File: config.mk
export PLATFORM = sky130hd
export DESIGN_NAME = bsx_unit
export DESIGN_NICKNAME = d
export VERILOG_FILES = /design/src/bsx_pkg.sv /design/src/bsx_unit.sv
export SDC_FILE = /design/constraint.sdc
export NUM_CORES = 1
export LEC_CHECK = 0
export BUFFER_PORTS_ARGS = -buffer_cell sky130_fd_sc_hd__buf_4
export CORE_ASPECT_RATIO = 1.1
export CORE_MARGIN = 4
export CORE_UTILIZATION = 25
export CTS_CLUSTER_SIZE = 10
export DETAILED_ROUTE_END_ITERATION = 16
export SKIP_CTS_REPAIR_TIMING = 1
export SYNTH_ARGS = -nofsm -noshare
export SYNTH_HDL_FRONTEND = slang
export SYNTH_SLANG_ARGS = --single-unit
File: constraint.sdc
create_clock -name clk_i -period 6.65 [get_ports clk_i]
set_clock_uncertainty 0.2 [all_clocks]
set_input_delay 0.665 -clock clk_i [delete_from_list [all_inputs] [get_ports clk_i]]
set_output_delay 0.665 -clock clk_i [all_outputs]
set_load 0.05 [all_outputs]
File: src/bsx_pkg.sv
// Shared constants and carrier types for the branch and skip unit.
package bsx_pkg;

	// ****************************************
	// Operation codes and augment codes
	// ****************************************
	localparam logic [3:0] OP_AUG = 4'h0; // Augmented zero group
	localparam logic [3:0] OP_JUMP = 4'h9; // Octal 11
	localparam logic [3:0] OP_SAVE = 4'hA; // Octal 12
	localparam logic [3:0] OP_SENSE = 4'hB; // Octal 13
	localparam logic [3:0] OP_BUMPM = 4'hC; // Octal 14
	localparam logic [3:0] OP_CMP = 4'hD; // Octal 15
	localparam logic [7:0] SENSE_AUG = 8'h10; // Bits 4 to 11 of 1304
	localparam logic [5:0] AUG_SIGN3 = 6'h11; // Octal 21
	localparam logic [5:0] AUG_ZERO = 6'h12; // Octal 22
	localparam logic [5:0] AUG_NEG = 6'h13; // Octal 23
	localparam logic [5:0] AUG_POS = 6'h14; // Octal 24
	localparam logic [5:0] AUG_NOOVF = 6'h15; // Octal 25
	localparam logic [5:0] AUG_BUMPB = 6'h16; // Octal 26
	localparam logic [5:0] AUG_NORM = 6'h1A; // Octal 32
	localparam logic [5:0] AUG_LONG = 6'h1E; // Octal 36
	localparam logic [5:0] AUG_PTRB = 6'h28; // Octal 50
	localparam logic [5:0] AUG_BUMPX = 6'h29; // Octal 51

	// ****************************************
	// Program counter advances
	// ****************************************
	localparam logic [1:0] ADV_NEXT = 2'h1; // Following instruction
	localparam logic [1:0] ADV_SKIP = 2'h2; // Skip one word
	localparam logic [1:0] ADV_SKIP2 = 2'h3; // Skip two words
	localparam logic [14:0] PC_ONE = 15'h0001; // Plus one step

	// ****************************************
	// Register map and field positions
	// ****************************************
	localparam logic [3:0] REG_CTRL = 4'h0; // Control, read/write
	localparam logic [3:0] REG_STATUS = 4'h4; // Status, read only
	localparam logic [3:0] REG_PC = 4'h8; // Program counter
	localparam int CTRL_PROT_MODE = 0; // Protect mode switch
	localparam int CTRL_PTR_B = 1; // Index pointer on B
	localparam int CTRL_OVF_SET = 2; // Write one sets overflow
	localparam int CTRL_OVF_CLR = 3; // Write one clears overflow
	localparam int STAT_OVF = 0; // Overflow latch
	localparam int STAT_PROT = 1; // Protect latch
	localparam int STAT_BUSY = 2; // Instruction in progress
	localparam logic [31:0] WB_ZERO = 32'h0000_0000; // Idle read data

	// ****************************************
	// Types
	// ****************************************
	typedef enum logic [2:0] {
		S_IDLE = 3'b000, // Waiting for an instruction
		S_FETCH2 = 3'b001, // Second word of long jump
		S_STORE = 3'b010, // Return word write
		S_READ = 3'b011, // Operand read
		S_WRITE = 3'b100, // Incremented word write
		S_EVAL = 3'b101, // Signed compare
		S_HOLD = 3'b110 // Extra cycle of a taken index skip
	} bsx_fsm_t;

	typedef struct packed {
		logic valid; // Instruction offered
		logic [15:0] instr; // Instruction word
		logic [15:0] ea; // Effective address, bit 15 is bit 0
		logic [15:0] a; // Accumulator A
		logic [15:0] b; // Accumulator B
		logic [15:0] x; // Index register
		logic indirect; // Indirect flag of the instruction
		logic by_irq; // Forced by a priority interrupt
		logic after_exit; // Follows interrupt_exit_prefix
	} bsx_issue_t;

	typedef struct packed {
		logic req; // Memory cycle requested
		logic we; // Write when high
		logic [14:0] addr; // Word address
		logic [15:0] wdata; // Write data
	} bsx_mem_t;

	typedef struct packed {
		logic done; // One-cycle completion pulse
		logic [15:0] b; // New accumulator B
		logic b_we; // B is to be updated
		logic [15:0] x; // New index register
		logic x_we; // X is to be updated
	} bsx_result_t;

endpackage

File: src/bsx_unit.sv
// Branch and skip execution unit with its Wishbone register slave.
//
// Overview of operation
// - Jump loads effective address, one cycle
// - Protected exit jump: bits 2-15, latch
// - Save return: store PC+1, jump EA+1
// - Interrupt save stores PC without increment
// - Interrupt indirect save stores protect latch
// - Bump memory, write back, skip zero
// - Signed compare, equal skips one, three cycles
// - Panel switch clear skips next instruction
// - Bump B, skip when nonnegative
// - Sign skip: negative, zero, positive ways
// - Skip when A is zero
// - Skip when A is negative
// - Skip when A is nonnegative
// - Overflow set: clear, no skip; else skip
// - Skip when A bits 1 and 0 differ
// - Long jump loads second word bits 1-15
// - Protected exit long jump loads protect latch from bit 0
// - Skip when index pointer selects B
// - Add count to index, skip nonnegative
// - Zero count only tests index register
// - Skip bypasses one word, double two
`timescale 1ns/10ps

module bsx_unit (
	input wire logic clk_i,
	input wire logic rst_i,
	input wire logic wb_cyc_i,
	input wire logic wb_stb_i,
	input wire logic wb_we_i,
	input wire logic [3:0] wb_adr_i,
	input wire logic [3:0] wb_sel_i,
	input wire logic [31:0] wb_dat_i,
	output logic [31:0] wb_dat_o,
	output logic wb_ack_o,
	input wire bsx_pkg::bsx_issue_t issue_i,
	output logic busy_o,
	output bsx_pkg::bsx_result_t res_o,
	output bsx_pkg::bsx_mem_t mem_o,
	input wire logic mem_ack_i,
	input wire logic [15:0] mem_rdata_i,
	input wire logic [15:0] switch_i,
	input wire logic ovf_set_i,
	output logic [14:0] pc_o,
	output logic ovf_o,
	output logic prot_o,
	output logic ptr_b_o
);

	// ****************************************
	// State of the unit
	// ****************************************
	typedef struct packed {
		bsx_pkg::bsx_fsm_t st; // Sequencer state
		logic busy; // Instruction in progress
		logic [14:0] pc; // Program counter
		logic ovf; // Overflow latch
		logic prot; // Protect latch
		logic prot_mode; // Protect mode switch
		logic ptr_b; // Index pointer selects B
		logic [15:0] sw_meta; // Switch synchroniser, first stage
		logic [15:0] sw_sync; // Switch synchroniser, second stage
		logic [15:0] instr; // Captured instruction
		logic [15:0] ea; // Captured effective address
		logic [15:0] a; // Captured accumulator A
		logic [15:0] opnd; // Memory operand
		logic after_exit; // Captured exit flag
		logic [1:0] adv; // Advance held for the extra cycle
		bsx_pkg::bsx_mem_t mem; // Memory request
		bsx_pkg::bsx_result_t res; // Results to the datapath
		logic wb_ack; // Bus acknowledge
		logic [31:0] wb_dat; // Bus read data
	} bsx_regs_t;

	bsx_regs_t r_q; // Registered state
	bsx_regs_t r_d; // Next state

	// ****************************************
	// Next-state logic
	// ****************************************
	// Bus slave, sequencer and latches share one process so that the
	// priorities between them are visible in a single place.
	always_comb begin
		logic [3:0] op;
		logic [5:0] aug;
		logic [15:0] word;
		logic [15:0] sum;
		logic [1:0] adv;
		logic fin;
		logic step;
		op = issue_i.instr[15:12];
		aug = issue_i.instr[5:0];
		word = 16'h0000;
		sum = 16'h0000;
		adv = bsx_pkg::ADV_NEXT;
		fin = 1'b0;
		step = 1'b0;
		r_d = r_q;
		// Pulses last one cycle only
		r_d.res.done = 1'b0;
		r_d.res.b_we = 1'b0;
		r_d.res.x_we = 1'b0;

		// Panel switches come from outside the clock domain
		r_d.sw_meta = switch_i;
		r_d.sw_sync = r_q.sw_meta;

		// Classic single-cycle answer, dropped the cycle after
		r_d.wb_ack = wb_cyc_i & wb_stb_i & ~r_q.wb_ack;
		r_d.wb_dat = bsx_pkg::WB_ZERO;
		if (r_d.wb_ack) begin
			case (wb_adr_i)
				bsx_pkg::REG_CTRL: begin
					r_d.wb_dat[bsx_pkg::CTRL_PROT_MODE] = r_q.prot_mode;
					r_d.wb_dat[bsx_pkg::CTRL_PTR_B] = r_q.ptr_b;
					if (wb_we_i && wb_sel_i[0]) begin
						r_d.prot_mode = wb_dat_i[bsx_pkg::CTRL_PROT_MODE];
						r_d.ptr_b = wb_dat_i[bsx_pkg::CTRL_PTR_B];
						if (wb_dat_i[bsx_pkg::CTRL_OVF_CLR]) begin
							r_d.ovf = 1'b0;
						end
						if (wb_dat_i[bsx_pkg::CTRL_OVF_SET]) begin
							r_d.ovf = 1'b1;
						end
					end
				end
				bsx_pkg::REG_STATUS: begin
					r_d.wb_dat[bsx_pkg::STAT_OVF] = r_q.ovf;
					r_d.wb_dat[bsx_pkg::STAT_PROT] = r_q.prot;
					r_d.wb_dat[bsx_pkg::STAT_BUSY] = r_q.busy;
				end
				bsx_pkg::REG_PC: begin
					r_d.wb_dat[14:0] = r_q.pc;
					// Writes while busy would race the sequencer
					if (wb_we_i && !r_q.busy) begin
						if (wb_sel_i[0]) begin
							r_d.pc[7:0] = wb_dat_i[7:0];
						end
						if (wb_sel_i[1]) begin
							r_d.pc[14:8] = wb_dat_i[14:8];
						end
					end
				end
				default: begin
					// Unmapped: reads zero, writes dropped
					r_d.wb_dat = bsx_pkg::WB_ZERO;
				end
			endcase
		end

		// Sequencer
		case (r_q.st)
			bsx_pkg::S_IDLE: begin
				if (issue_i.valid && !r_q.busy) begin
					r_d.instr = issue_i.instr;
					r_d.ea = issue_i.ea;
					r_d.a = issue_i.a;
					r_d.after_exit = issue_i.after_exit;
					r_d.res.b = issue_i.b;
					r_d.res.x = issue_i.x;
					r_d.busy = 1'b1;
					case (op)
						bsx_pkg::OP_JUMP: begin
							if (r_q.prot_mode && issue_i.indirect &&
								issue_i.after_exit) begin
								r_d.pc = {1'b0, issue_i.ea[13:0]};
								r_d.prot = issue_i.ea[15];
							end else begin
								r_d.pc = issue_i.ea[14:0];
							end
							fin = 1'b1;
						end
						bsx_pkg::OP_SAVE: begin
							// Interrupt entry keeps the interrupted address
							if (issue_i.by_irq) begin
								word = {1'b0, r_q.pc};
							end else begin
								word = {1'b0, r_q.pc + bsx_pkg::PC_ONE};
							end
							if (issue_i.by_irq && issue_i.indirect &&
								r_q.prot_mode) begin
								word[15] = r_q.prot;
							end
							r_d.mem.req = 1'b1;
							r_d.mem.we = 1'b1;
							r_d.mem.addr = issue_i.ea[14:0];
							r_d.mem.wdata = word;
							r_d.st = bsx_pkg::S_STORE;
						end
						bsx_pkg::OP_BUMPM, bsx_pkg::OP_CMP: begin
							r_d.mem.req = 1'b1;
							r_d.mem.we = 1'b0;
							r_d.mem.addr = issue_i.ea[14:0];
							r_d.st = bsx_pkg::S_READ;
						end
						bsx_pkg::OP_SENSE: begin
							if (issue_i.instr[11:4] == bsx_pkg::SENSE_AUG &&
								!r_q.sw_sync[issue_i.instr[3:0]]) begin
								adv = bsx_pkg::ADV_SKIP;
							end
							step = 1'b1;
							fin = 1'b1;
						end
						bsx_pkg::OP_AUG: begin
							step = 1'b1;
							fin = 1'b1;
							case (aug)
								bsx_pkg::AUG_SIGN3: begin
									if (issue_i.a[15]) begin
										adv = bsx_pkg::ADV_NEXT;
									end else if (issue_i.a == 16'h0000) begin
										adv = bsx_pkg::ADV_SKIP;
									end else begin
										adv = bsx_pkg::ADV_SKIP2;
									end
								end
								bsx_pkg::AUG_ZERO: begin
									if (issue_i.a == 16'h0000) begin
										adv = bsx_pkg::ADV_SKIP;
									end
								end
								bsx_pkg::AUG_NEG: begin
									if (issue_i.a[15]) begin
										adv = bsx_pkg::ADV_SKIP;
									end
								end
								bsx_pkg::AUG_POS: begin
									if (!issue_i.a[15]) begin
										adv = bsx_pkg::ADV_SKIP;
									end
								end
								bsx_pkg::AUG_NOOVF: begin
									if (r_q.ovf) begin
										r_d.ovf = 1'b0;
									end else begin
										adv = bsx_pkg::ADV_SKIP;
									end
								end
								bsx_pkg::AUG_BUMPB: begin
									sum = issue_i.b + 16'h0001;
									r_d.res.b = sum;
									r_d.res.b_we = 1'b1;
									if (!sum[15]) begin
										adv = bsx_pkg::ADV_SKIP;
									end
								end
								bsx_pkg::AUG_NORM: begin
									if (issue_i.a[14] != issue_i.a[15]) begin
										adv = bsx_pkg::ADV_SKIP;
									end
								end
								bsx_pkg::AUG_LONG: begin
									// Second word sits right after this one
									step = 1'b0;
									fin = 1'b0;
									r_d.mem.req = 1'b1;
									r_d.mem.we = 1'b0;
									r_d.mem.addr = r_q.pc + bsx_pkg::PC_ONE;
									r_d.st = bsx_pkg::S_FETCH2;
								end
								bsx_pkg::AUG_PTRB: begin
									if (r_q.ptr_b) begin
										adv = bsx_pkg::ADV_SKIP;
									end
								end
								bsx_pkg::AUG_BUMPX: begin
									sum = issue_i.x + {12'h000, issue_i.instr[9:6]};
									// Zero count keeps index; strobe rides done
									if (issue_i.instr[9:6] != 4'h0) begin
										r_d.res.x = sum;
										r_d.res.x_we = sum[15];
									end
									if (!sum[15]) begin
										step = 1'b0;
										fin = 1'b0;
										r_d.adv = bsx_pkg::ADV_SKIP;
										r_d.st = bsx_pkg::S_HOLD;
									end
								end
								default: begin
									// Outside this group: just move on
									adv = bsx_pkg::ADV_NEXT;
								end
							endcase
						end
						default: begin
							// Other groups are not executed here
							step = 1'b1;
							fin = 1'b1;
						end
					endcase
				end
			end
			bsx_pkg::S_STORE: begin
				if (mem_ack_i) begin
					r_d.mem.req = 1'b0;
					r_d.pc = r_q.ea[14:0] + bsx_pkg::PC_ONE;
					fin = 1'b1;
				end
			end
			bsx_pkg::S_FETCH2: begin
				if (mem_ack_i) begin
					r_d.mem.req = 1'b0;
					r_d.pc = mem_rdata_i[14:0];
					if (r_q.prot_mode && r_q.after_exit) begin
						r_d.prot = mem_rdata_i[15];
					end
					fin = 1'b1;
				end
			end
			bsx_pkg::S_READ: begin
				if (mem_ack_i) begin
					r_d.opnd = mem_rdata_i;
					if (r_q.instr[15:12] == bsx_pkg::OP_BUMPM) begin
						r_d.mem.we = 1'b1;
						r_d.mem.wdata = mem_rdata_i + 16'h0001;
						r_d.st = bsx_pkg::S_WRITE;
					end else begin
						r_d.mem.req = 1'b0;
						r_d.st = bsx_pkg::S_EVAL;
					end
				end
			end
			bsx_pkg::S_WRITE: begin
				if (mem_ack_i) begin
					r_d.mem.req = 1'b0;
					if (r_q.mem.wdata == 16'h0000) begin
						adv = bsx_pkg::ADV_SKIP;
					end
					step = 1'b1;
					fin = 1'b1;
				end
			end
			bsx_pkg::S_EVAL: begin
				// Neither operand is written back
				if ($signed(r_q.a) < $signed(r_q.opnd)) begin
					adv = bsx_pkg::ADV_NEXT;
				end else if (r_q.a == r_q.opnd) begin
					adv = bsx_pkg::ADV_SKIP;
				end else begin
					adv = bsx_pkg::ADV_SKIP2;
				end
				step = 1'b1;
				fin = 1'b1;
			end
			bsx_pkg::S_HOLD: begin
				adv = r_q.adv;
				r_d.res.x_we = r_q.instr[9:6] != 4'h0;
				step = 1'b1;
				fin = 1'b1;
			end
			default: begin
				// Unused code: recover to idle
				fin = 1'b1;
			end
		endcase

		// Advance by one, two or three words
		if (step) begin
			r_d.pc = r_q.pc + {13'h0000, adv};
		end
		if (fin) begin
			r_d.res.done = 1'b1;
			r_d.busy = 1'b0;
			r_d.st = bsx_pkg::S_IDLE;
		end

		// Hardware overflow wins over any clear in the same cycle
		if (ovf_set_i) begin
			r_d.ovf = 1'b1;
		end
	end

	// ****************************************
	// State register
	// ****************************************
	// Synchronous reset to all zeros: idle, not busy, latches clear
	always_ff @(posedge clk_i) begin
		if (rst_i) begin
			r_q <= '0;
		end else begin
			r_q <= r_d;
		end
	end

	// ****************************************
	// Outputs, straight from flip-flops
	// ****************************************
	assign wb_dat_o = r_q.wb_dat;
	assign wb_ack_o = r_q.wb_ack;
	assign busy_o = r_q.busy;
	assign res_o = r_q.res;
	assign mem_o = r_q.mem;
	assign pc_o = r_q.pc;
	assign ovf_o = r_q.ovf;
	assign prot_o = r_q.prot;
	assign ptr_b_o = r_q.ptr_b;

endmodule

==> results of run 1 <==
==> worst max-delay path by stage <==
| stage | endpoint | slack [ps] | cells after the start |
|---|---|---|---|
| floorplan | pc_o[12]$_SDFF_PP0_ | 2920 | 15 |
| global placement | pc_o[12]$_SDFF_PP0_ | 2220 | 14 |
| detailed placement | pc_o[12]$_SDFF_PP0_ | 2230 | 14 |
| CTS | pc_o[12]$_SDFF_PP0_ | 2380 | 13 |
| global route | mem_o[6]$_SDFFE_PP0P_ | 2070 | 6 |
| finish | mem_o[6]$_SDFFE_PP0P_ | 2330 | 6 |
==> cells by family (layout without fill, tap and decap cells) <==
logic type,count (synthesis),count (layout),share of synthesized area
buf+inv,249,328,0.120
other cells,1,20,0.000323
simple gates,527,527,0.231
mux,32,32,0.0309
compound gates,306,306,0.174
flops,196,196,0.338
fa+ha+maj,29,29,0.0326
xor+xnor,97,97,0.0733
==> cell type report <==
cell class	count	area, um2
Antenna cell	3	7.51
Clock buffer	18	429
Clock inverter	14	191
Timing Repair Buffer	256	1920
Multi-Input combinational cell	1008	6350
Fill cell	4926	32000
Inverter	40	150
Sequential cell	196	3920
Tap cell	588	736
==> critical path: stages, from the launching register on <==
cell      delay, ps
dfxtp_1         780
nand3b_1        710
nand2_1         620
o32ai_1         460
o211a_1         870
o221ai_1        350
o211a_1         220
==> routing by layer <==
layer | up-vias | wire length (um)
li1 | 5091 | -
met1 | 4907 | 16500
met2 | 398 | 19400
met3 | 52 | 3200
met4 | 4 | 928
met5 | - | 34
==> power by group <==
| group | internal (W) | switching, W | leakage [nW] | total (W) |
|---|---|---|---|---|
| Sequential | 0.00125 | 0.0000901 | 1.61 | 0.00134 |
| Clock | 0.000607 | 0.000512 | 0.303 | 0.00112 |
| Combinational | 0.000267 | 0.000492 | 3.53 | 0.000759 |
==> placed cells by master (no fill, tap or decap), drive strengths merged, types with 8 or more instances in the layout <==
master	count
a211oi	27
a21oi	119
a22oi	13
and2	17
and3	16
and4	8
buf	256
clkbuf	18
conb	17
dfxtp	196
ha	27
inv	47
mux2i	29
nand2	191
nand2b	13
nand3	42
nand4	24
nor2	77
nor2b	43
nor3	35
nor4	21
o211a	18
o211ai	23
o21ai	39
o221ai	20
xnor2	65
xor2	32
==> per-stage QoR <==
step	hold slack (ps)	instances
2_1_floorplan	214	1453
3_3_place_gp	224	2088
3_5_place_dp	222	2088
4_1_cts	183	2120
5_1_grt	193	2123
6_report	218	2123
==> sequential cells by signal, summed over array words and instances (netlist names), 15 cells and up <==
signal    flops
pc_o         15
r_q          77
mem_o        33
r_d          16
res_o        35
wb_dat_o     15
==> results.sh, run 1 <==
export IMPL_period_needed_ps=4320
export IMPL_crit_type="flop to flop"
export IMPL_grt_overflow=0
export IMPL_first_pass_iters=7
export IMPL_total_power_w=0.00322
export IMPL_antenna_found_initial=5
export IMPL_critical_path_arrival_ps=4470
export IMPL_p_leak_nw=5.44
export IMPL_cts_buffers_inserted=17
export IMPL_grt_usage=0.155
export IMPL_synth_top_cell_area_share=0.338
export IMPL_crit_start="r_q[222]$_SDFFE_PP0P_"
export IMPL_clkSlewWorstSetupHoldPaths_ps=80
export IMPL_grtUsageMet2=0.260
export IMPL_ys_seq_elements=196
export IMPL_slew_viol_final=0
export IMPL_maxSlewHeadroom=0.228
export IMPL_dpl_hpwl_um=31100
export IMPL_die_w_um=213
export IMPL_ir_drop_uv=172
export IMPL_maxCapViolations=0
export IMPL_die_h_um=234
export IMPL_finalHoldViolations=0
export IMPL_fp_coreArea_um2=45800
export IMPL_grt_max_degree=92
export IMPL_synthCells=1437
export IMPL_grt_pass1_wl_um=58500
export IMPL_fin_ws_ps=2330
export IMPL_rows=82
export IMPL_avgSynthCellArea_um2=8.07
export IMPL_pre_cts_slack_ps=2230
export IMPL_ys_types=77
export IMPL_status="complete, no violations"
export IMPL_place_area_um2=13100
export IMPL_via_per_inst=4.92
export IMPL_ys_top_cells_by_count="dfxtp_1 (196), nand2_1 (191), a21oi_1 (118)"
export IMPL_ys_warn_count=0
export IMPL_worst_slew_pin_transition_ps=1150
export IMPL_yosysSeqAreaShare=0.338
export IMPL_grt_busiest_layer="met2"
export IMPL_cts_max_level=4
export IMPL_cp_start_kind="flop"
export IMPL_syn_area_um2=11600
export IMPL_r2r_slack_ps=2330
export IMPL_grt_use_met3=0.0408
export IMPL_met1_usage=0.193
export IMPL_start_util=0.253
export IMPL_ant_nets=0
export IMPL_yosysTopAreaCell="dfxtp_1"
export IMPL_cts_tree="yes"
export IMPL_areaGrowthSynthToFinish_pct=18.3
export IMPL_cts_root_buf="clkbuf_16"
export IMPL_synth_most_common_cell="dfxtp_1"
export IMPL_drive_above_1_share=0.204
export IMPL_synth_ff_type="dfxtp_1"
export IMPL_r2r_cells=6
export IMPL_synth_edff_count=0
export IMPL_reg2reg_from="r_q[222]$_SDFFE_PP0P_"
export IMPL_whs_endpoint="r_d[176]$_SDFF_PP0_"
export IMPL_wl_um=40100
export IMPL_cp_data_required_time_ps=6800
export IMPL_cp_max_fo=33
export IMPL_pwr_density_cell_nw_per_um2=235
export IMPL_wl_per_cell_um=18.9
export IMPL_min_from="switch_i[8]"
export IMPL_tns_ps=0
export IMPL_finalCritPeriodShare=0.649
export IMPL_drt_iter0_drc=831
export IMPL_route_detailed_drc=0
export IMPL_gp_congestion=0.858
export IMPL_via_count=10500
export IMPL_clock_fmax_ghz=0.232
export IMPL_setup_viol=0
export IMPL_grt_setup_unrepaired="false"
export IMPL_endpoint_kind="flop"
export IMPL_final_area_um2=13700
export IMPL_synth_area_top_cells="dfxtp_1 (34%), buf_4 (7.4%), nand2_1 (6.2%)"
export IMPL_clk_path_buf_depth=2
export IMPL_async_flop_share=0
export IMPL_min_path_cells=2
export IMPL_first_global_vias=9661
export IMPL_hp_class="primary input to flop"
export IMPL_clk_latency_ps=460
export IMPL_io_pins=283
export IMPL_fin_nets=1711
export IMPL_die_area_um2=49900
export IMPL_clock_sinks=196
export IMPL_port_buffers=246
export IMPL_reg2reg_to="mem_o[6]$_SDFFE_PP0P_"
export IMPL_fin_util=0.300
Power figures use the tool's default switching activity.
==> inputs of run 2 (changes only) <==
==> constraint.sdc (replaced) <==
create_clock -name clk_i -period 4.1 [get_ports clk_i]
set_clock_uncertainty 0.2 [all_clocks]
set_input_delay 0.41 -clock clk_i [delete_from_list [all_inputs] [get_ports clk_i]]
set_output_delay 0.41 -clock clk_i [all_outputs]
set_load 0.05 [all_outputs]
==> results.sh, run 2 (same netlist as run 1, synthesis figures left out) <==
export IMPL_status="complete, but fails checks"
export IMPL_violations="hold timing"
export IMPL_drive_above_1_share=0.211
export IMPL_internal_power_w=0.00341
export IMPL_dpl_hpwl_um=31600
export IMPL_grt_overflow=0
export IMPL_tns_ps=0
export IMPL_final_common_cell="buf_4"
export IMPL_areaGrowthSynthToFinish_pct=21.0
export IMPL_rows=82
export IMPL_ant_nets=0
export IMPL_drt_iter0_drc=744
export IMPL_via_per_inst=4.89
export IMPL_slew_viol_final=0
export IMPL_fp_coreArea_um2=45800
export IMPL_start_util=0.253
export IMPL_cp_start_kind="flop"
export IMPL_cts_root_buf="clkbuf_16"
export IMPL_die_w_um=213
export IMPL_ir_drop_uv=245
export IMPL_cp_data_required_time_ps=4250
export IMPL_cts_max_level=4
export IMPL_clock_sinks=196
export IMPL_fin_nets=1749
export IMPL_gp_congestion=0.881
export IMPL_cp_max_fo=6
export IMPL_holdWs_ps=-20.0
export IMPL_pwr_density_cell_nw_per_um2=372
export IMPL_hp_class="primary input to flop"
export IMPL_fill_cells=4856
export IMPL_critical_path_arrival_ps=3830
export IMPL_via_count=10600
export IMPL_first_global_vias=10000
export IMPL_finalCritPeriodShare=0.898
export IMPL_route_detailed_drc=0
export IMPL_instances_no_fill=2158
export IMPL_wl_per_cell_um=18.9
export IMPL_first_pass_iters=5
export IMPL_combPwrFrac=0.243
export IMPL_clk_latency_ps=460
export IMPL_seqPwrFrac=0.415
export IMPL_grt_pass1_wl_um=60600
export IMPL_grt_max_degree=77
export IMPL_crit_type="flop to flop"
export IMPL_antenna_found_initial=2
export IMPL_die_h_um=234
export IMPL_regMostFlops="r_q"
export IMPL_largest_register_ffs=77
export IMPL_pre_cts_slack_ps=275
export IMPL_port_buffers=246
export IMPL_die_area_um2=49900
export IMPL_cts_tree="yes"
export IMPL_num_antenna_cells=0
export IMPL_grt_setup_unrepaired="false"
export IMPL_period_needed_ps=3680
export IMPL_cts_buffers_inserted=17
export IMPL_net_switching_power_w=0.00181
export IMPL_wl_um=40900
export IMPL_finalHoldViolations=1
export IMPL_endpoint_kind="flop"
export IMPL_clock_fmax_ghz=0.272
export IMPL_setup_viol=0
export IMPL_netSwitchingFraction=0.347
export IMPL_grt_usage=0.158
export IMPL_maxSlewHeadroom=0.299
export IMPL_dp_cells=2107
export IMPL_p_leak_nw=5.61
export IMPL_clkSlewWorstSetupHoldPaths_ps=90
export IMPL_worst_slew_pin_transition_ps=1050
export IMPL_clockPowerShare=0.343
export IMPL_maxCapViolations=0
export IMPL_io_pins=283
export IMPL_fin_ws_ps=420
export IMPL_clk_path_buf_depth=2
export IMPL_most_common_layout_cells="buf_4 (275), dfxtp_1 (196), nand2_1 (191), a21oi_1 (118), nor2_1 (76)"
[run 2: cell types whose count changed in the layout (fill, tap and decap cells not counted), sizes merged]
cell / before / now
bufinv: 3 / 2
diode: 3 / 0
buf: 256 / 275
dlygate4sd3: 0 / 19
clkinv: 3 / 5
clkbuf: 18 / 17
[run 2: final cells by class]
type | instances | area [um2] | share of cell area
clock buffer | 17 | 425 | 0.0303
clock inverter | 15 | 191 | 0.0136
timing repair buffer | 294 | 2250 | 0.161
multi-input combinational | 1008 | 6350 | 0.453
tap | 588 | 736 | 0.0524
inverter | 40 | 150 | 0.0107
sequential | 196 | 3920 | 0.280
[run 2: metal layers]
| layer | global-route usage | wire length (um) | vias to the layer above |
|---|---|---|---|
| li1 | - | - | 5161 |
| met1 | 0.193 | 16600 | 5020 |
| met5 | 0 | 27 | - |
| met2 | 0.278 | 20600 | 346 |
| met4 | 0.0350 | 467 | 4 |
| met3 | 0.0419 | 3090 | 27 |
[run 2: stage by stage]
step	total power, W	util	cell area, um2
2_1_floorplan	0.00308	-	11700
3_3_place_gp	0.00345	0.289	13200
3_5_place_dp	0.00346	0.289	13200
4_1_cts	0.00527	0.302	13800
5_1_grt	0.00545	0.307	14000
6_report	0.00522	0.307	14000
[run 2: worst max-delay path, cell delays in order (launching register included)]
cell	delay, ps
dfxtp_1	340
inv_1	50
ha_1	320
nand4_1	150
nor4_1	370
o21ai_0	140
o2111ai_1	140
nand4_1	150
a32o_1	290
ha_1	210
fa_1	450
nand3_2	190
nor3_1	70
nand2_1	120
xor2_1	180
nand3_2	80
o311a_1	130
[run 2: worst paths after layout]
path	startpoint	to	slack (ps)	cells after the start
worst max-delay path	r_q[119]$_SDFFE_PP0P_	pc_o[12]$_SDFF_PP0_	420	16
worst max register to register	r_q[119]$_SDFFE_PP0P_	pc_o[12]$_SDFF_PP0_	420	16
worst min-delay path	switch_i[11]	r_d[179]$_SDFF_PP0_	-20	2
worst min register to register	r_d[176]$_SDFF_PP0_	r_q[176]$_SDFF_PP0_	240	1
[run 2: power by group through the flow]
stage          logic, W  clock network, W  registers, W
2_1_floorplan  0.000941                 0       0.00214
3_3_place_gp    0.00124                 0       0.00220
3_5_place_dp    0.00125                 0       0.00221
4_1_cts         0.00126           0.00185       0.00216
5_1_grt         0.00136           0.00191       0.00218
6_report        0.00127           0.00179       0.00216
==> inputs of run 3 (changes only) <==
--- a/config.mk
+++ b/config.mk
@@ -6,10 +6,9 @@
 export NUM_CORES = 1
 export LEC_CHECK = 0
 export BUFFER_PORTS_ARGS = -buffer_cell sky130_fd_sc_hd__buf_4
-export CORE_ASPECT_RATIO = 1.1
+export CORE_ASPECT_RATIO = 1.25
 export CORE_MARGIN = 4
 export CORE_UTILIZATION = 25
-export CTS_CLUSTER_SIZE = 10
 export DETAILED_ROUTE_END_ITERATION = 16
 export SKIP_CTS_REPAIR_TIMING = 1
 export SYNTH_ARGS = -nofsm -noshare
==> results.sh, run 3 (same netlist as run 1, synthesis figures left out) <==
export IMPL_status="complete, but fails checks"
export IMPL_violations="hold timing"
export IMPL_critical_path_slowest_cell="fa_1"
export IMPL_finalCritPeriodShare=0.915
export IMPL_holdWs_ps=-5.86
export IMPL_cp_start_kind="flop"
export IMPL_total_power_w=0.00522
export IMPL_final_common_cell="buf_4"
export IMPL_die_area_um2=49900
export IMPL_io_pins=283
export IMPL_rows=88
export IMPL_maxSlewHeadroom=0.262
export IMPL_r2r_slack_ps=350
export IMPL_cts_root_buf="clkbuf_16"
export IMPL_setup_viol=0
export IMPL_grt_pass1_wl_um=62600
export IMPL_cts_buffers_inserted=17
export IMPL_worst_slew_pin_transition_ps=1110
export IMPL_finalHoldViolations=3
export IMPL_gp_congestion=0.913
export IMPL_route_detailed_drc=0
export IMPL_clock_sinks=196
export IMPL_path_cells="inv_1 > ha_1 > nand4_1 > nor4_1 > o21ai_0 > o2111ai_1 > nand4_1 > a32o_1 > ha_1 > fa_1 > nand3_1 > buf_4 > nor3_1 > xnor2_1 > nand3_1 > o211a_1"
export IMPL_areaGrowthSynthToFinish_pct=21.8
export IMPL_cts_tree="yes"
export IMPL_clock_fmax_ghz=0.267
export IMPL_clk_latency_ps=480
export IMPL_first_global_vias=10200
export IMPL_die_w_um=201
export IMPL_pwr_density_cell_nw_per_um2=370
export IMPL_period_needed_ps=3750
export IMPL_via_count=10800
export IMPL_grt_max_degree=110
export IMPL_r2r_cells=16
export IMPL_ant_nets=0
export IMPL_die_h_um=249
export IMPL_clkSlewWorstSetupHoldPaths_ps=90
export IMPL_cpPeakStageDelay_ps=420
export IMPL_drive_above_1_share=0.211
export IMPL_whs_endpoint="r_q[125]$_SDFFE_PP0P_"
export IMPL_dpl_hpwl_um=32300
export IMPL_tns_ps=0
export IMPL_min_from="issue_i[40]"
export IMPL_start_util=0.252
export IMPL_ir_drop_uv=317
export IMPL_fin_nets=1760
export IMPL_reg2reg_to="pc_o[8]$_SDFF_PP0_"
export IMPL_hp_class="primary input to flop"
export IMPL_critical_path_arrival_ps=3910
export IMPL_min_path_cells=3
export IMPL_first_pass_iters=6
export IMPL_wl_um=42100
export IMPL_grt_setup_unrepaired="false"
export IMPL_grt_usage=0.162
export IMPL_drt_iter0_drc=785
export IMPL_fp_coreArea_um2=46000
export IMPL_p_leak_nw=5.66
export IMPL_endpoint_kind="flop"
export IMPL_largest_register_ffs=77
export IMPL_maxCapViolations=0
export IMPL_via_per_inst=4.99
export IMPL_regMostFlops="r_q"
export IMPL_slew_viol_final=0
export IMPL_cp_data_required_time_ps=4260
export IMPL_cp_max_fo=4
export IMPL_wl_per_cell_um=19.4
export IMPL_cts_max_level=4
export IMPL_reg2reg_from="r_q[119]$_SDFFE_PP0P_"
export IMPL_clk_path_buf_depth=2
export IMPL_grt_overflow=0
export IMPL_crit_type="flop to flop"
export IMPL_port_buffers=246
export IMPL_antenna_found_initial=1
export IMPL_most_common_layout_cells="buf_4 (279), dfxtp_1 (196), nand2_1 (191), a21oi_1 (118), nor2_1 (76)"
-- run 3: cell count changes in the layout (fill, tap and decap cells not counted), moves of 2 or more --
cell | previous run | this run
dlygate4sd3_1 | 19 | 26
buf_4 | 275 | 279
inv_6 | 4 | 1
clkinv_8 | 2 | 4
diode_2 | 0 | 2
inv_8 | 3 | 5
-- run 3: worst max-delay path by stage --
stage / startpoint / endpoint / cells after the start / slack, ps
detailed placement: issue_i[50] / pc_o[8]$_SDFF_PP0_ / 17 / 290
finish: r_q[119]$_SDFFE_PP0P_ / pc_o[8]$_SDFF_PP0_ / 16 / 350
CTS: r_q[119]$_SDFFE_PP0P_ / pc_o[8]$_SDFF_PP0_ / 16 / 360
global route: issue_i[42] / pc_o[8]$_SDFF_PP0_ / 16 / 4
global placement: issue_i[50] / pc_o[8]$_SDFF_PP0_ / 17 / 250
floorplan: r_q[221]$_SDFFE_PP0P_ / pc_o[12]$_SDFF_PP0_ / 15 / 540
-- run 3: per-layer routing --
metal  wire length [um]  part of all wire  up-vias  GRT usage
met5                  0                 0        -          0
met4               1050             0.025        0     0.0559
met3               2830             0.067       54     0.0415
met2              21300              0.51      405      0.286
met1              16900              0.40     5184      0.189
li1                   -                 -     5176          -
-- run 3: report_power, final --
group | switching [W] | leakage, nW | internal, W
clock | 0.000892 | 0.296 | 0.000883
combinational | 0.000822 | 3.75 | 0.000463
sequential | 0.000137 | 1.61 | 0.00203
-- run 3: per-stage QoR --
stage	instance area (um2)	worst slack, ps	hold slack, ps	util	instances
after floorplan	11700	537	214	-	1453
after global placement	13200	250	220	0.288	2108
after detailed placement	13200	294	224	0.288	2108
after CTS	13900	362	-73.9	0.301	2140
after global routing	14100	4.07	0.507	0.307	2167
final	14100	350	-5.86	0.307	2168
-- run 3: cell type report --
| cell class | count | area, um2 |
|---|---|---|
| clock buffer | 18 | 429 |
| fill | 4902 | 31900 |
| multi-input combinational | 1008 | 6350 |
| antenna | 2 | 5.00 |
| sequential | 196 | 3920 |
| inverter | 40 | 150 |
| timing repair buffer | 305 | 2350 |
| clock inverter | 14 | 185 |
| tap | 585 | 732 |
-- run 3: worst max-delay path: cells and delay by family (launching register included) --
kind / cells / cell delay, ps
AND/OR/NAND/NOR: 6 / 1030
adder cells (fa/ha/maj): 3 / 960
AO/OA/AOI/OAI: 4 / 720
flip-flops: 1 / 340
buffers and inverters: 2 / 220
XOR/XNOR: 1 / 170
